**config.mk**
```make
export PLATFORM = sky130hd
export DESIGN_NAME = pcs_regs
export DESIGN_NICKNAME = d
export VERILOG_FILES = /design/src/hw/pcs_pkg.sv /design/src/hw/pcs_flag_bit.sv /design/src/hw/pcs_regs.sv
export SDC_FILE = /design/constraint.sdc
export NUM_CORES = 1
export LEC_CHECK = 0
export CORE_ASPECT_RATIO = 1.4
export CORE_UTILIZATION = 45
export DETAILED_ROUTE_END_ITERATION = 8
export DONT_BUFFER_PORTS = 1
export SKIP_LAST_GASP = 1
export SLEW_MARGIN = 30
export SYNTH_ARGS = -nofsm -noshare
export SYNTH_HDL_FRONTEND = slang
export SYNTH_SLANG_ARGS = --single-unit
```
**constraint.sdc**
```tcl
create_clock -name clk -period 2.5 [get_ports clk]
set_input_delay 0.625 -clock clk [delete_from_list [all_inputs] [get_ports clk]]
set_output_delay 0.625 -clock clk [all_outputs]
set_load 0.02 [all_outputs]
```
**src/hw/pcs_pkg.sv**
```systemverilog
// Purpose: constants for the primary command and status register logic
// Assumes: one 32-bit configuration dword at offset 0x04 holds both registers
// Notes:   command in bits 15:0, status in bits 31:16
package pcs_pkg;

   // ---------------------------------------------------------------
   // register map
   // ---------------------------------------------------------------
   localparam logic [7:0]  CMD_STAT_OFFSET  = 8'h04;
   localparam logic [15:0] STATUS_RESET     = 16'h02b0;
   localparam logic [15:0] COMMAND_RESET    = 16'h0000;

   // ---------------------------------------------------------------
   // command bit positions
   // ---------------------------------------------------------------
   localparam int CMD_IO_SPACE       = 0;
   localparam int CMD_MEM_SPACE      = 1;
   localparam int CMD_INITIATOR      = 2;
   localparam int CMD_SPECIAL_CYCLE  = 3;
   localparam int CMD_WRITE_INVAL    = 4;
   localparam int CMD_PALETTE_SNOOP  = 5;
   localparam int CMD_PARITY_RESP    = 6;

   // ---------------------------------------------------------------
   // status bit positions (within the 32-bit dword)
   // ---------------------------------------------------------------
   localparam int ST_CAP_LIST        = 20;
   localparam int ST_SPEED_CAPABLE   = 21;
   localparam int ST_FAST_B2B        = 23;
   localparam int ST_MASTER_PARITY   = 24;
   localparam int ST_SEL_TIMING_LO   = 25;
   localparam int ST_SIG_TGT_ABORT   = 27;
   localparam int ST_RCV_TGT_ABORT   = 28;
   localparam int ST_RCV_MST_ABORT   = 29;
   localparam int ST_SIG_SYS_ERROR   = 30;
   localparam int ST_DET_PARITY      = 31;

   // ---------------------------------------------------------------
   // fixed fields
   // ---------------------------------------------------------------
   localparam logic [1:0] SELECT_TIMING_MEDIUM = 2'h1;
   localparam int         NUM_FLAGS            = 6;

   // ---------------------------------------------------------------
   // palette address decode
   // ---------------------------------------------------------------
   localparam logic [9:0]  PALETTE_ADDR_A   = 10'h3c6;
   localparam logic [9:0]  PALETTE_ADDR_B   = 10'h3c8;
   localparam logic [9:0]  PALETTE_ADDR_C   = 10'h3c9;
   localparam logic [15:0] PALETTE_UPPER    = 16'h0000;

endpackage

```
**src/hw/pcs_flag_bit.sv**
```systemverilog
// Purpose: one write-one-to-clear status flag
// Assumes: set and clear are single-cycle strobes on clk
// Notes:   a set in the clearing cycle wins
`timescale 1ns/1ps
`default_nettype none
module pcs_flag_bit (
   // clock and reset
   input  wire logic clk,
   input  wire logic sys_rst,
   // controls
   input  wire logic set_evt,
   input  wire logic clr_req,
   // state
   output logic      flag_ff
);

   // ---------------------------------------------------------------
   // flag storage
   // ---------------------------------------------------------------
   always_ff @(posedge clk or posedge sys_rst) begin
      if (sys_rst) begin
         flag_ff <= 1'b0;
      end else if (set_evt) begin
         flag_ff <= 1'b1;
      end else if (clr_req) begin
         flag_ff <= 1'b0;
      end
   end

endmodule // pcs_flag_bit
`default_nettype wire

```
**src/hw/pcs_regs.sv**
```systemverilog
// Purpose: primary command and status registers of a bridge, with the
//          claim and initiate gating that the command bits steer
// Assumes: decode strobes come from logic on clk; the parity pin is asynchronous
// Notes:   configuration access is a one-cycle strobe answered one cycle later
//
// Summary of operation
// io write to 3c6/3c8/3c9 with upper sixteen bits zero is a palette write
// palette writes claimed and forwarded only with snoop set, else only in window
// write invalidate enable reads zero; issue it only when forwarding one
// special cycles are never claimed; special cycle enable reads zero
// initiator enable gates secondary claims and primary starts; config unaffected
// primary memory transactions claimed only while memory space enable is set
// primary io transactions claimed only while io space enable is set; palette writes with snoop set are claimed even when it is clear
// writing one clears a status flag; writing zero leaves it
// address or data parity error on primary bus sets detected parity flag
// driving the system error output sets the signalled system error flag
// master abort on own primary transaction sets received master abort
// target abort on own primary transaction sets received target abort
// ending a primary transaction with target abort sets signalled target abort
// select timing field reads fixed value one, medium timing
// master parity flag needs initiator role, parity error and response enable
// fast back-to-back capable reads one; such transactions are accepted
// speed capable bit reads one
// capability list bit reads one
// reserved status bits 22 and 19:16 read zero, writes ignored
// parity response enable gates parity error pin and parity reporting
// reset clears flags and writable enables; fixed fields keep values
`timescale 1ns/1ps
`default_nettype none
module pcs_regs (
   // clock and reset
   input  wire logic        clk,
   input  wire logic        sys_rst,
   // configuration access
   input  wire logic        cfg_rd,
   input  wire logic        cfg_wr,
   input  wire logic [7:0]  cfg_addr,
   input  wire logic [3:0]  cfg_be,
   input  wire logic [31:0] cfg_wdata,
   output logic [31:0]      cfg_rdata_ff,
   output logic             cfg_ack_ff,
   // primary target decode
   input  wire logic        pri_txn_valid,
   input  wire logic        pri_txn_io,
   input  wire logic        pri_txn_mem,
   input  wire logic        pri_txn_special,
   input  wire logic        pri_txn_write,
   input  wire logic        pri_txn_fast_b2b,
   input  wire logic [31:0] pri_txn_addr,
   input  wire logic        pri_in_io_window,
   input  wire logic        pri_in_mem_window,
   output logic             pri_claim_ff,
   output logic             pri_forward_palette_ff,
   // secondary target decode
   input  wire logic        sec_txn_valid,
   input  wire logic        sec_txn_io,
   input  wire logic        sec_txn_mem,
   input  wire logic        sec_txn_cfg,
   output logic             sec_claim_ff,
   // primary initiator
   input  wire logic        init_start_req,
   input  wire logic        init_start_cfg,
   input  wire logic        init_fwd_is_mwi,
   output logic             init_start_ff,
   output logic             init_issue_mwi_ff,
   // bus events
   input  wire logic        addr_parity_err,
   input  wire logic        data_parity_err,
   input  wire logic        init_active,
   input  wire logic        init_master_abort,
   input  wire logic        init_target_abort,
   input  wire logic        tgt_abort_sent,
   input  wire logic        sys_error_req,
   input  wire logic        primary_parity_error_in_n,
   // pins
   output logic             primary_parity_error_n_ff,
   output logic             primary_system_error_n_ff
);

   // ---------------------------------------------------------------
   // command register
   // ---------------------------------------------------------------
   logic       io_space_enable_ff;
   logic       memory_space_enable_ff;
   logic       bus_initiator_enable_ff;
   logic       palette_snoop_enable_ff;
   logic       parity_response_enable_ff;
   logic       cmd_hit;
   logic       cmd_wr_lo;
   logic       stat_wr_hi;
   logic [7:0] nxt_cmd_lo;

   assign cmd_hit    = (cfg_addr == pcs_pkg::CMD_STAT_OFFSET);
   assign cmd_wr_lo  = cfg_wr && cmd_hit && cfg_be[0];
   assign stat_wr_hi = cfg_wr && cmd_hit && cfg_be[3];
   assign nxt_cmd_lo = cfg_wdata[7:0];

   always_ff @(posedge clk or posedge sys_rst) begin
      if (sys_rst) begin
         io_space_enable_ff        <= pcs_pkg::COMMAND_RESET[pcs_pkg::CMD_IO_SPACE];
         memory_space_enable_ff    <= pcs_pkg::COMMAND_RESET[pcs_pkg::CMD_MEM_SPACE];
         bus_initiator_enable_ff   <= pcs_pkg::COMMAND_RESET[pcs_pkg::CMD_INITIATOR];
         palette_snoop_enable_ff   <= pcs_pkg::COMMAND_RESET[pcs_pkg::CMD_PALETTE_SNOOP];
         parity_response_enable_ff <= pcs_pkg::COMMAND_RESET[pcs_pkg::CMD_PARITY_RESP];
      end else if (cmd_wr_lo) begin
         io_space_enable_ff        <= nxt_cmd_lo[pcs_pkg::CMD_IO_SPACE];
         memory_space_enable_ff    <= nxt_cmd_lo[pcs_pkg::CMD_MEM_SPACE];
         bus_initiator_enable_ff   <= nxt_cmd_lo[pcs_pkg::CMD_INITIATOR];
         palette_snoop_enable_ff   <= nxt_cmd_lo[pcs_pkg::CMD_PALETTE_SNOOP];
         parity_response_enable_ff <= nxt_cmd_lo[pcs_pkg::CMD_PARITY_RESP];
      end
   end

   // ---------------------------------------------------------------
   // parity pin synchroniser
   // ---------------------------------------------------------------
   logic perr_meta_ff;
   logic perr_sync_ff;

   always_ff @(posedge clk or posedge sys_rst) begin
      if (sys_rst) begin
         perr_meta_ff <= 1'b1;
         perr_sync_ff <= 1'b1;
      end else begin
         perr_meta_ff <= primary_parity_error_in_n;
         perr_sync_ff <= perr_meta_ff;
      end
   end

   // ---------------------------------------------------------------
   // error pins
   // ---------------------------------------------------------------
   logic drive_serr;

   assign drive_serr = sys_error_req
                       || (addr_parity_err && parity_response_enable_ff);

   always_ff @(posedge clk or posedge sys_rst) begin
      if (sys_rst) begin
         primary_parity_error_n_ff <= 1'b1;
      end else begin
         primary_parity_error_n_ff <= ~(data_parity_err && parity_response_enable_ff);
      end
   end

   always_ff @(posedge clk or posedge sys_rst) begin
      if (sys_rst) begin
         primary_system_error_n_ff <= 1'b1;
      end else begin
         primary_system_error_n_ff <= ~drive_serr;
      end
   end

   // ---------------------------------------------------------------
   // status flag events
   // ---------------------------------------------------------------
   logic [pcs_pkg::NUM_FLAGS-1:0] flag_set;
   logic [pcs_pkg::NUM_FLAGS-1:0] flag_clr;
   logic [pcs_pkg::NUM_FLAGS-1:0] flag_ff;
   logic                          master_parity_hit;

   assign master_parity_hit = init_active
                              && (data_parity_err || !perr_sync_ff)
                              && parity_response_enable_ff;

   // flags in order: bit 24, 27, 28, 29, 30, 31
   assign flag_set[0] = master_parity_hit;
   assign flag_set[1] = tgt_abort_sent;
   assign flag_set[2] = init_active && init_target_abort;
   assign flag_set[3] = init_active && init_master_abort;
   assign flag_set[4] = !primary_system_error_n_ff;
   assign flag_set[5] = addr_parity_err || data_parity_err;

   assign flag_clr[0] = stat_wr_hi && cfg_wdata[pcs_pkg::ST_MASTER_PARITY];
   assign flag_clr[1] = stat_wr_hi && cfg_wdata[pcs_pkg::ST_SIG_TGT_ABORT];
   assign flag_clr[2] = stat_wr_hi && cfg_wdata[pcs_pkg::ST_RCV_TGT_ABORT];
   assign flag_clr[3] = stat_wr_hi && cfg_wdata[pcs_pkg::ST_RCV_MST_ABORT];
   assign flag_clr[4] = stat_wr_hi && cfg_wdata[pcs_pkg::ST_SIG_SYS_ERROR];
   assign flag_clr[5] = stat_wr_hi && cfg_wdata[pcs_pkg::ST_DET_PARITY];

   // ---------------------------------------------------------------
   // status flag storage
   // ---------------------------------------------------------------
   genvar gi;
   generate
      for (gi = 0; gi < pcs_pkg::NUM_FLAGS; gi++) begin : g_flag
         pcs_flag_bit u_flag (
            .clk     (clk),
            .sys_rst (sys_rst),
            .set_evt (flag_set[gi]),
            .clr_req (flag_clr[gi]),
            .flag_ff (flag_ff[gi])
         );
      end
   endgenerate

   // ---------------------------------------------------------------
   // read image
   // ---------------------------------------------------------------
   logic [15:0] command_image;
   logic [15:0] status_image;

   always_comb begin
      command_image = pcs_pkg::COMMAND_RESET;
      command_image[pcs_pkg::CMD_IO_SPACE]      = io_space_enable_ff;
      command_image[pcs_pkg::CMD_MEM_SPACE]     = memory_space_enable_ff;
      command_image[pcs_pkg::CMD_INITIATOR]     = bus_initiator_enable_ff;
      command_image[pcs_pkg::CMD_SPECIAL_CYCLE] = 1'b0;
      command_image[pcs_pkg::CMD_WRITE_INVAL]   = 1'b0;
      command_image[pcs_pkg::CMD_PALETTE_SNOOP] = palette_snoop_enable_ff;
      command_image[pcs_pkg::CMD_PARITY_RESP]   = parity_response_enable_ff;
   end

   always_comb begin
      // fixed fields and zero reserved bits come from the reset image
      status_image = pcs_pkg::STATUS_RESET;
      status_image[pcs_pkg::ST_MASTER_PARITY-16] = flag_ff[0];
      status_image[pcs_pkg::ST_SIG_TGT_ABORT-16] = flag_ff[1];
      status_image[pcs_pkg::ST_RCV_TGT_ABORT-16] = flag_ff[2];
      status_image[pcs_pkg::ST_RCV_MST_ABORT-16] = flag_ff[3];
      status_image[pcs_pkg::ST_SIG_SYS_ERROR-16] = flag_ff[4];
      status_image[pcs_pkg::ST_DET_PARITY-16]    = flag_ff[5];
      status_image[pcs_pkg::ST_SEL_TIMING_LO-16 +: 2] = pcs_pkg::SELECT_TIMING_MEDIUM;
      status_image[pcs_pkg::ST_FAST_B2B-16]      = 1'b1;
      status_image[pcs_pkg::ST_SPEED_CAPABLE-16] = 1'b1;
      status_image[pcs_pkg::ST_CAP_LIST-16]      = 1'b1;
      status_image[22-16]                        = 1'b0;
      status_image[3:0]                          = 4'h0;
   end

   // ---------------------------------------------------------------
   // configuration answer
   // ---------------------------------------------------------------
   logic [31:0] nxt_rdata;

   always_comb begin
      nxt_rdata = 32'h0000_0000;
      if (cfg_rd && cmd_hit) begin
         if (cfg_be[0]) begin
            nxt_rdata[7:0] = command_image[7:0];
         end
         if (cfg_be[1]) begin
            nxt_rdata[15:8] = command_image[15:8];
         end
         if (cfg_be[2]) begin
            nxt_rdata[23:16] = status_image[7:0];
         end
         if (cfg_be[3]) begin
            nxt_rdata[31:24] = status_image[15:8];
         end
      end
   end

   always_ff @(posedge clk or posedge sys_rst) begin
      if (sys_rst) begin
         cfg_rdata_ff <= 32'h0000_0000;
      end else begin
         cfg_rdata_ff <= nxt_rdata;
      end
   end

   always_ff @(posedge clk or posedge sys_rst) begin
      if (sys_rst) begin
         cfg_ack_ff <= 1'b0;
      end else begin
         cfg_ack_ff <= cfg_rd || cfg_wr;
      end
   end

   // ---------------------------------------------------------------
   // primary target claim
   // ---------------------------------------------------------------
   logic palette_write;
   logic nxt_pri_claim;
   logic nxt_palette_fwd;

   always_comb begin
      palette_write = pri_txn_io && pri_txn_write
                      && (pri_txn_addr[31:16] == pcs_pkg::PALETTE_UPPER)
                      && ((pri_txn_addr[9:0] == pcs_pkg::PALETTE_ADDR_A)
                          || (pri_txn_addr[9:0] == pcs_pkg::PALETTE_ADDR_B)
                          || (pri_txn_addr[9:0] == pcs_pkg::PALETTE_ADDR_C));
   end

   always_comb begin
      nxt_pri_claim   = 1'b0;
      nxt_palette_fwd = 1'b0;
      if (pri_txn_valid && !pri_txn_special) begin
         // fast back-to-back is decoded like any other transaction
         if (pri_txn_mem) begin
            nxt_pri_claim = memory_space_enable_ff && pri_in_mem_window;
         end else if (pri_txn_io) begin
            if (palette_write && palette_snoop_enable_ff) begin
               nxt_pri_claim   = 1'b1;
               nxt_palette_fwd = 1'b1;
            end else begin
               nxt_pri_claim = io_space_enable_ff && pri_in_io_window;
            end
         end
      end
   end

   always_ff @(posedge clk or posedge sys_rst) begin
      if (sys_rst) begin
         pri_claim_ff <= 1'b0;
      end else begin
         pri_claim_ff <= nxt_pri_claim;
      end
   end

   always_ff @(posedge clk or posedge sys_rst) begin
      if (sys_rst) begin
         pri_forward_palette_ff <= 1'b0;
      end else begin
         pri_forward_palette_ff <= nxt_palette_fwd;
      end
   end

   // ---------------------------------------------------------------
   // secondary target claim
   // ---------------------------------------------------------------
   logic nxt_sec_claim;

   always_comb begin
      nxt_sec_claim = 1'b0;
      if (sec_txn_valid) begin
         if (sec_txn_cfg) begin
            nxt_sec_claim = 1'b1;
         end else if (sec_txn_io || sec_txn_mem) begin
            nxt_sec_claim = bus_initiator_enable_ff;
         end
      end
   end

   always_ff @(posedge clk or posedge sys_rst) begin
      if (sys_rst) begin
         sec_claim_ff <= 1'b0;
      end else begin
         sec_claim_ff <= nxt_sec_claim;
      end
   end

   // ---------------------------------------------------------------
   // primary initiator gating
   // ---------------------------------------------------------------
   logic nxt_init_start;

   assign nxt_init_start = init_start_req
                           && (init_start_cfg || bus_initiator_enable_ff);

   always_ff @(posedge clk or posedge sys_rst) begin
      if (sys_rst) begin
         init_start_ff <= 1'b0;
      end else begin
         init_start_ff <= nxt_init_start;
      end
   end

   always_ff @(posedge clk or posedge sys_rst) begin
      if (sys_rst) begin
         init_issue_mwi_ff <= 1'b0;
      end else begin
         init_issue_mwi_ff <= nxt_init_start && init_fwd_is_mwi && !init_start_cfg;
      end
   end

endmodule // pcs_regs
`default_nettype wire

```
==> results of run 1 <==
## area by class of cell
type	count	area (um2)
clock buffer	6	82.6
clock inverter	2	12.5
fill	296	1570
inverter	8	30.0
multi-input combinational	82	528
sequential	34	856
tap	39	48.8
timing repair buffer	2	27.5
## state kept, by name, indices dropped and copies added (netlist names)
register / flops
cfg_rdata_ff: 13
g_flag.u_flag.flag_ff: 6
bus_initiator_enable_ff: 1
cfg_ack_ff: 1
init_issue_mwi_ff: 1
init_start_ff: 1
io_space_enable_ff: 1
memory_space_enable_ff: 1
palette_snoop_enable_ff: 1
parity_response_enable_ff: 1
perr_meta_ff: 1
perr_sync_ff: 1
pri_claim_ff: 1
pri_forward_palette_ff: 1
primary_parity_error_n_ff: 1
primary_system_error_n_ff: 1
sec_claim_ff: 1
## worst max-delay path: stages
cell and delay [ns]:
or4b_1 0.58, nor3_4 0.35, nand2_4 0.15, mux2_4 0.32
## report_power, final
group	leakage [nW]	internal, W	switching [W]
sequential	0.428	0.000564	0.0000119
clock	0.0472	0.000221	0.000187
combinational	0.315	0.0000179	0.0000415
## worst max path at each step
stage,end
finish,palette_snoop_enable_ff
global route,palette_snoop_enable_ff
CTS,palette_snoop_enable_ff
detailed placement,palette_snoop_enable_ff
global placement,palette_snoop_enable_ff
floorplan,bus_initiator_enable_ff
## cell usage after synthesis (2+ instances only)
cell type	count
dfrtp_1	30
nand3_1	6
nand2_1	6
and3_1	10
nor4_1	5
o21ai_0	3
nor2_1	5
o21a_1	2
mux2_4	5
buf_4	19
a22o_1	2
inv_1	8
a21oi_1	2
nand2b_1	2
dfstp_2	4
clkbuf_1	2
## per-layer routing
metal / up-vias / part of all wire, % / GRT usage [%] / wire (um)
li1: 417 / - / - / -
met1: 432 / 30 / 15.0 / 824
met2: 73 / 57 / 31.4 / 1590
met3: 2 / 11 / 6.32 / 317
met4: 0 / 1.3 / 8.33 / 35
met5: - / 0 / 0 / 0
## through the flow
stage	instance area [um2]	hold slack [ns]	worst slack (ns)	utilization [%]
after floorplan	1560	0.345	0.494	-
after global placement	1490	0.348	0.357	47.3
after detailed placement	1490	0.351	0.338	47.3
after CTS	1590	0.260	0.633	50.3
after global routing	1590	0.291	0.593	50.3
final	1590	0.248	0.641	50.3
## cell families after synthesis
group                  count (synthesis)  share of synthesized area [%]
and+or+nand+nor                       47                           19.7
muxes                                  5                           4.99
buffers and inverters                 29                           12.0
AOI/OAI and AO/OA                     13                           6.16
DFF                                   34                           56.9
other                                  1                          0.249
==> summary.txt, run 1 <==
Horiz. Die Dim: 50.9 um
Grt ovf: 0
Syn avg cell area: 11.7 um2
Max Slew Vio Count: 0
I/O Buffers: 0
Min cycle time layout: 1.86 ns
GRT Resource Usage Total: 16.8%
Max rail drop VDD: 0.000414 V
R2R depth: 4
Yosys warns: 0
Via/cell ratio: 5.34
Post-synth EDFFs: 0
Number of CTS-inserted buffers: 5
Worst flop-to-flop path startpoint: memory_space_enable_ff
Synth top area cells: dfrtp_1 (50%), buf_4 (9.5%), dfstp_2 (7.0%), mux2_4 (5.0%), and3_1 (4.2%)
Total wire length: 2770 um
CTS Buffer Depth: 2
Resized Gates After CTS: 0
Io pins: 143
Critical path class: input port to flop
Largest net degree at the start of global routing: 24
First-pass GRT wire length: 4390 um
FF-to-FF setup slack: 1.05 ns
Routed wire length per instance: 16.0 um
Finished Layout Cells: 173
RSZ-0062 raised after global routing: no
Clock Latency Late Sink: 0.28 ns
Vias in the first global route: 1025
Yosys reg bits: 34
Unique masters post-synth: 34
Pwr dens: 659 nW/um2
Setup violations, final: 0
CP endpoint kind: flop
Post-CTS setup repair buffer count: 0
DRC viols: 0
Critical path origin: cfg_addr[1]
Die height: 70.4 um
Dpl cells: 165
Synth area leader: dfrtp_1
Root buf cell: clkbuf_8
Leak: 0.790 nW
Post-synthesis sequential area ratio: 56.9%
Routed Antenna Nets: 0
Initial antenna violation count: 0
Worst Skew: 0.00752 ns
Vias: 924
Hold_buf cts: 0
Ant. Diodes: 0
CP startpoint kind: input port
Final hold vios: 0
Syn Std Cell Area: 1500 um2
Mapped Cells: 129
Layout cell share with drive strength beyond 1: 17.9%
Die area: 3580 um2
CP arrival: 2.02 ns
Commonest non-fill, non-tap cell in the layout: dfrtp_1
Max Clk Rate: 538 MHz
Final net count: 236
Outcome: finished, final reports clean
Required time worst endpoint: 2.66 ns
Pwr Total: 0.00104 W
CORE AREA: 3150 um2
RR Endpoint: pri_claim_ff
Global placement routability congestion: 0.746
Synth async-reset ratio: 100%
TNS Setup: 0 ns
Synth Flop Type: dfrtp_1
Max-cap violations: 0
H-tree Lvls: 2
CTS tree: built
Worst Path Max Fanout: 7
DP Wirelength: 2280 um
Least-Margin Pin Slew: 0.530 ns
# rows: 24
Layout area overhead: 5.41%
Slew margin rel.: 64.7%
DR iter-0 viols: 10
Commonest cells after routing, fill and taps aside: dfrtp_1 (30), conb_1 (17), and3_1 (10)
DRT Pass-1 Iters: 4
Initial Util: 47.7%
Tcrit/Tclk final: 74.3%
Total number of clock tree sinks: 34
Yosys top cell area share: 49.9%
CTS clock-pin slew for the worst setup and hold paths: 0.07 ns
Tightest Hold Check Type: input port to async pin
Power figures use the tool's default switching activity.
==> inputs of run 2 (changes only) <==
--- a/config.mk
+++ b/config.mk
@@ -5,6 +5,7 @@
 export SDC_FILE = /design/constraint.sdc
 export NUM_CORES = 1
 export LEC_CHECK = 0
+export ABC_AREA = 1
 export CORE_ASPECT_RATIO = 1.4
 export CORE_UTILIZATION = 45
 export DETAILED_ROUTE_END_ITERATION = 8
==> constraint.sdc (replaced) <==
create_clock -name clk -period 1.9 [get_ports clk]
set_input_delay 0.475 -clock clk [delete_from_list [all_inputs] [get_ports clk]]
set_output_delay 0.475 -clock clk [all_outputs]
set_load 0.02 [all_outputs]
==> run 2 against run 1 <==
  * Utilization shrank 0.71 points
  * Worst hold slack worse by 0.22 ns
  * Clock skew shrank 0.0032 ns
  * Largest power group unchanged
==> summary.txt, run 2 <==
Outcome: finished, final reports clean
Post-synthesis sequential area ratio: 52.2% (-4.7 points)
Unique masters post-synth: 23 (-32%)
First-pass GRT wire length: 4900 um (+12%)
Post-synth EDFFs: 0 (unchanged)
Synth async-reset ratio: 100% (unchanged)
Yosys top cell area share: 45.8% (-4.1 points)
Die height: 73.4 um (+4.3%)
Top-count cell post-synth: nor2_1
Slew margin rel.: 65.2% (+0.51 points)
Max rail drop VDD: 0.000464 V (+12%)
CORE AREA: 3440 um2 (+9.1%)
Hold_buf cts: 0 (unchanged)
RSZ-0062 raised after global routing: no
Final net count: 294 (+25%)
Synth area leader: dfrtp_1
Placed instance area: 1630 um2 (+9.2%)
Tcrit/Tclk final: 74.9%
Pwr dens: 787 nW/um2 (+20%)
Root buf cell: clkbuf_8
Final hold vios: 0 (unchanged)
Yosys reg bits: 34 (unchanged)
Min cycle time layout: 1.42 ns
Total wire length: 3140 um (+14%)
Number of CTS-inserted buffers: 5 (unchanged)
Largest regs: cfg_rdata_ff: 13 flops, g_flag.u_flag.flag_ff: 6 flops
Least-Margin Pin Slew: 0.522 ns (-0.00769 ns)
I/O Buffers: 0 (unchanged)
Largest net degree at the start of global routing: 29 (+21%)
Synth cell count leaders: nor2_1 (38), nand2_1 (33), dfrtp_1 (30)
GRT Resource Usage Total: 18.0% (+1.1 points)
Final instance area: 1710 um2 (+7.6%)
Max Clk Rate: 703 MHz
Commonest non-fill, non-tap cell in the layout: nor2_1
Global placement routability congestion: 0.866 (+16%)
Vias in the first global route: 1147 (+12%)
Leak: 0.893 nW (+13%)
Initial antenna violation count: 0 (unchanged)
Vias: 1128 (+22%)
Die area: 3890 um2 (+8.7%)
Worst Path Max Fanout: 3 (-4)
Worst flop-to-flop path startpoint: palette_snoop_enable_ff
DP Wirelength: 2570 um (+13%)
Initial Util: 47.6% (-0.062 points)
Critical path class: flop to output port
Layout cell share with drive strength beyond 1: 11.5% (-6.4 points)
Post-layout worst setup margin: 0.477 ns (-0.165 ns)
Pre-CTS setup slack: 0.435 ns (+0.0967 ns)
DR iter-0 viols: 33 (+23)
Critical path origin: cfg_rdata_ff[23]
Routed Antenna Nets: 0 (unchanged)
Yosys warns: 0 (unchanged)
Number of flip-flops in the largest register: 13 (unchanged)
Total number of clock tree sinks: 34 (unchanged)
Finished Layout Cells: 231 (+34%)
Post-CTS setup repair buffer count: 0 (unchanged)
Clock Latency Late Sink: 0.28 ns (about the same)
Io pins: 143 (unchanged)
Via/cell ratio: 4.88 (-8.6%)
Synth Flop Type: dfrtp_1
Required time worst endpoint: 1.42 ns (-1.24 ns)
Setup violations, final: 0 (unchanged)
Layout area overhead: 4.05%
Max Slew Vio Count: 0 (unchanged)
CP endpoint kind: output port
# rows: 25 (+4.2%)
Routed wire length per instance: 13.6 um (-15%)
Biggest register: cfg_rdata_ff
CP startpoint kind: flop
Resized Gates After CTS: 0 (unchanged)
CTS Buffer Depth: 2 (unchanged)
DRC viols: 0 (unchanged)
Tightest Hold Check Type: input port to async pin
Max-cap violations: 0 (unchanged)
Synth top area cells: dfrtp_1 (46%), buf_4 (8.7%), nor2_1 (8.7%), nand2_1 (7.6%), dfstp_2 (6.4%)
Commonest cells after routing, fill and taps aside: nor2_1 (38), nand2_1 (33), dfrtp_1 (30)
Hold WS: 0.0266 ns (-0.221 ns)
Syn avg cell area: 8.81 um2 (-24%)
CP arrival: 0.95 ns (-1.07 ns)
Dpl cells: 224 (+36%)
Ant. Diodes: 0 (unchanged)
Syn Std Cell Area: 1640 um2 (+9.0%)
CTS clock-pin slew for the worst setup and hold paths: 0.07 ns (about the same)
H-tree Lvls: 2 (unchanged)
CTS tree: built
Grt ovf: 0 (unchanged)
Worst Skew: 0.00434 ns (-0.00318 ns)
Horiz. Die Dim: 53.0 um (+4.2%)
DRT Pass-1 Iters: 4 (unchanged)
Mapped Cells: 186 (+44%)
TNS Setup: 0 ns (unchanged)
-- run 2: cell count changes in the layout (fill, tap and decap cells not counted), moves of 10 or more --
cell     delta
nor2_1     +33
nand2_1    +27
inv_1      +17
and3_1     -10
-- run 2: cell families after synthesis --
logic type             share of synthesized area [%]
buffers and inverters                           14.4
other                                          0.229
multiplexers                                    4.58
AO/OA/AOI/OAI                                   3.97
flip-flops                                      52.2
AND/OR/NAND/NOR                                 24.6
-- run 2: per-stage QoR --
stage	util [%]	total power, W
after floorplan	-	0.000880
after global placement	47.3	0.000869
after detailed placement	47.3	0.000872
after CTS	49.6	0.00136
after global routing	49.6	0.00141
final	49.6	0.00134
-- run 2: worst paths after layout --
path,end,slack (ns),cells after the start
worst max register to register,pri_claim_ff,0.89,6
min in group clk,perr_meta_ff,0.19,0
max in group asynchronous,primary_parity_error_n_ff,1.35,2
worst min-delay path,cfg_rdata_ff[6],0.03,1
worst min register to register,perr_sync_ff,0.36,0
worst max-delay path,cfg_rdata_ff[21],0.48,0
-- run 2: layout make-up --
| type | instances | area [um2] |
|---|---|---|
| multi-input cells | 124 | 607 |
| fillers | 345 | 1740 |
| flip-flops and latches | 34 | 856 |
| inverters | 25 | 93.8 |
| repair buffers | 1 | 20.0 |
| clock inverters | 2 | 10.0 |
| clock buffers | 5 | 68.8 |
| well taps | 40 | 50.0 |
-- run 2: report_power, final --
group	internal, W	switching (W)	leakage [nW]	total, W
clock	0.000245	0.000240	0.0438	0.000485
combinational	0.0000291	0.0000696	0.422	0.0000986
sequential	0.000743	0.0000159	0.428	0.000759
total	0.00102	0.000325	0.893	0.00134
-- run 2: metal layers --
metal	vias up	part of all wire (%)	global-route usage, %
met4	0	2.0	8.77
li1	548	-	-
met3	7	11	7.04
met1	487	34	18.7
met5	-	0	0
met2	86	53	30.7
==> inputs of run 3 (changes only) <==
==> constraint.sdc (replaced) <==
create_clock -name clk -period 1.35 [get_ports clk]
set_input_delay 0.3375 -clock clk [delete_from_list [all_inputs] [get_ports clk]]
set_output_delay 0.3375 -clock clk [all_outputs]
set_load 0.02 [all_outputs]
==> run 3 against run 2 <==
  * Clock power grew 43%
  * Via count increased by 4.2%
  * Power rose by 42%
  * Largest cell class unchanged
  * First-iteration DRC count fell by 36%
  * Flip-flop and latch count did not move
  * Utilization increased by 0.80 points
==> summary.txt, run 3 (synthesis gave the netlist of run 2 again) <==
Min cycle time layout: 1.20 ns
Final net count: 299 (+1.7%)
Post-layout worst setup margin: 0.146 ns (-0.331 ns)
Max rail drop VDD: 0.000705 V (+52%)
Largest net degree at the start of global routing: 26 (-10%)
Placed instance area: 1640 um2 (+1.1%)
Post-Route Utilization: 50.4% (+0.80 points)
RSZ-0062 raised after global routing: no
Tightest Hold Check Type: input port to flop
Routed wire length per instance: 13.2 um (-2.7%)
Setup violations, final: 0 (unchanged)
GRT Resource Usage Total: 17.7% (-0.24 points)
Leak: 0.912 nW (+2.1%)
CP startpoint kind: flop
Worst flop-to-flop path startpoint: palette_snoop_enable_ff
Hold Path Sink: perr_meta_ff
Layout area overhead: 5.73%
Dpl cells: 228 (+1.8%)
Total number of clock tree sinks: 34 (unchanged)
CORE AREA: 3440 um2 (unchanged)
Worst Path Max Fanout: 2 (-1)
CTS Buffer Depth: 2 (unchanged)
Largest regs: cfg_rdata_ff: 13 flops, g_flag.u_flag.flag_ff: 6 flops
RR Endpoint: pri_claim_ff
Commonest non-fill, non-tap cell in the layout: nor2_1
DP Wirelength: 2580 um (+0.56%)
Number of flip-flops in the largest register: 13 (unchanged)
Max Slew Vio Count: 0 (unchanged)
FF-to-FF setup slack: 0.34 ns (-0.55 ns)
Vias in the first global route: 1213 (+5.8%)
Ant. Diodes: 0 (unchanged)
Initial Util: 47.6% (unchanged)
CTS clock-pin slew for the worst setup and hold paths: 0.06 ns (about the same)
Min-delay src: primary_parity_error_in_n
Via/cell ratio: 4.98 (+2.0%)
Die area: 3890 um2 (unchanged)
# rows: 25 (unchanged)
CP endpoint kind: output port
Layout cell share with drive strength beyond 1: 13.3% (+1.7 points)
Io pins: 143 (unchanged)
Max-cap violations: 0 (unchanged)
Root buf cell: clkbuf_8
Critical path class: flop to output port
H-tree Lvls: 2 (unchanged)
Max Clk Rate: 830 MHz
Number of CTS-inserted buffers: 5 (unchanged)
Grt ovf: 0 (unchanged)
Biggest register: cfg_rdata_ff
Initial antenna violation count: 0 (unchanged)
Commonest cells after routing, fill and taps aside: nor2_1 (38), nand2_1 (33), dfrtp_1 (30)
Required time worst endpoint: 1.01 ns (-0.41 ns)
Final instance area: 1730 um2 (+1.6%)
Global placement routability congestion: 0.864 (-0.28%)
DR iter-0 viols: 21 (-36%)
Pre-CTS setup slack: 0.0384 ns (-0.396 ns)
Routed Antenna Nets: 0 (unchanged)
Hold path depth: 0
Outcome: finished, final reports clean
CP arrival: 0.87 ns (-0.08 ns)
Final hold vios: 0 (unchanged)
Finished Layout Cells: 236 (+2.2%)
First-pass GRT wire length: 4840 um (-1.1%)
Die height: 73.4 um (unchanged)
R2R depth: 6 (unchanged)
Resized Gates After CTS: 0 (unchanged)
Vias: 1175 (+4.2%)
TNS Setup: 0 ns (unchanged)
Pwr dens: 1100 nW/um2 (+39%)
I/O Buffers: 0 (unchanged)
Total wire length: 3120 um (-0.64%)
Worst Skew: 0.00625 ns (+0.00191 ns)
DRT Pass-1 Iters: 4 (unchanged)
Tcrit/Tclk final: 89.2%
CTS tree: built
Clock Latency Late Sink: 0.28 ns (about the same)
Horiz. Die Dim: 53.0 um (unchanged)
DRC viols: 0 (unchanged)
==> run 3: cell count changes in the layout (fill, tap and decap cells not counted) <==
cell           previous run  this run
buf_4                     0         5
buf_12                    1         0
dlygate4sd3_1             0         1
==> run 3: repair_timing <==
action,CTS,global route
buffers inserted,0,0
hold buffers,1,0
endpoints found under the hold margin,6,0
==> run 3: worst max-delay path by stage <==
stage / to / depth (start not counted) / slack (ns) / startpoint
2_1_floorplan: bus_initiator_enable_ff / 5 / 0.14 / cfg_addr[1]
3_3_place_gp: g_flag[2].u_flag.flag_ff / 6 / 0.06 / cfg_addr[1]
3_5_place_dp: g_flag[3].u_flag.flag_ff / 6 / 0.04 / cfg_addr[1]
4_1_cts: primary_system_error_n_ff / 0 / 0.13 / primary_system_error_n_ff
5_1_grt: primary_system_error_n_ff / 0 / 0.12 / primary_system_error_n_ff
6_report: primary_system_error_n_ff / 0 / 0.15 / primary_system_error_n_ff
==> run 3: cell type report <==
class / count / area [um2]
multi-input cells: 124 / 607
clock inverters: 2 / 10.0
clock buffers: 5 / 68.8
repair buffers: 6 / 47.5
well taps: 40 / 50.0
inverters: 25 / 93.8
fillers: 340 / 1710
flip-flops and latches: 34 / 856
==> run 3: routing by layer <==
layer  part of all wire, %  wire length, um  GRT usage [%]  vias to the layer above
met5                     0                0              0                        -
met4                   3.1               97           10.8                        0
met3                    12              365           6.00                       11
met2                    51             1610           31.4                       85
met1                    34             1050           17.0                      519
li1                      -                -              -                      560
==> run 3: per-stage QoR <==
step | hold WS [ns] | power, W
2_1_floorplan | 0.342 | 0.00124
3_3_place_gp | 0.219 | 0.00122
3_5_place_dp | 0.225 | 0.00123
4_1_cts | 0.0450 | 0.00192
5_1_grt | 0.0367 | 0.00199
6_report | 0.0552 | 0.00190
==> run 3: power by group <==
group	switching, W	internal (W)	leakage [nW]
Clock	0.000347	0.000346	0.0438
Sequential	0.0000224	0.00105	0.428
Combinational	0.0000982	0.0000427	0.441
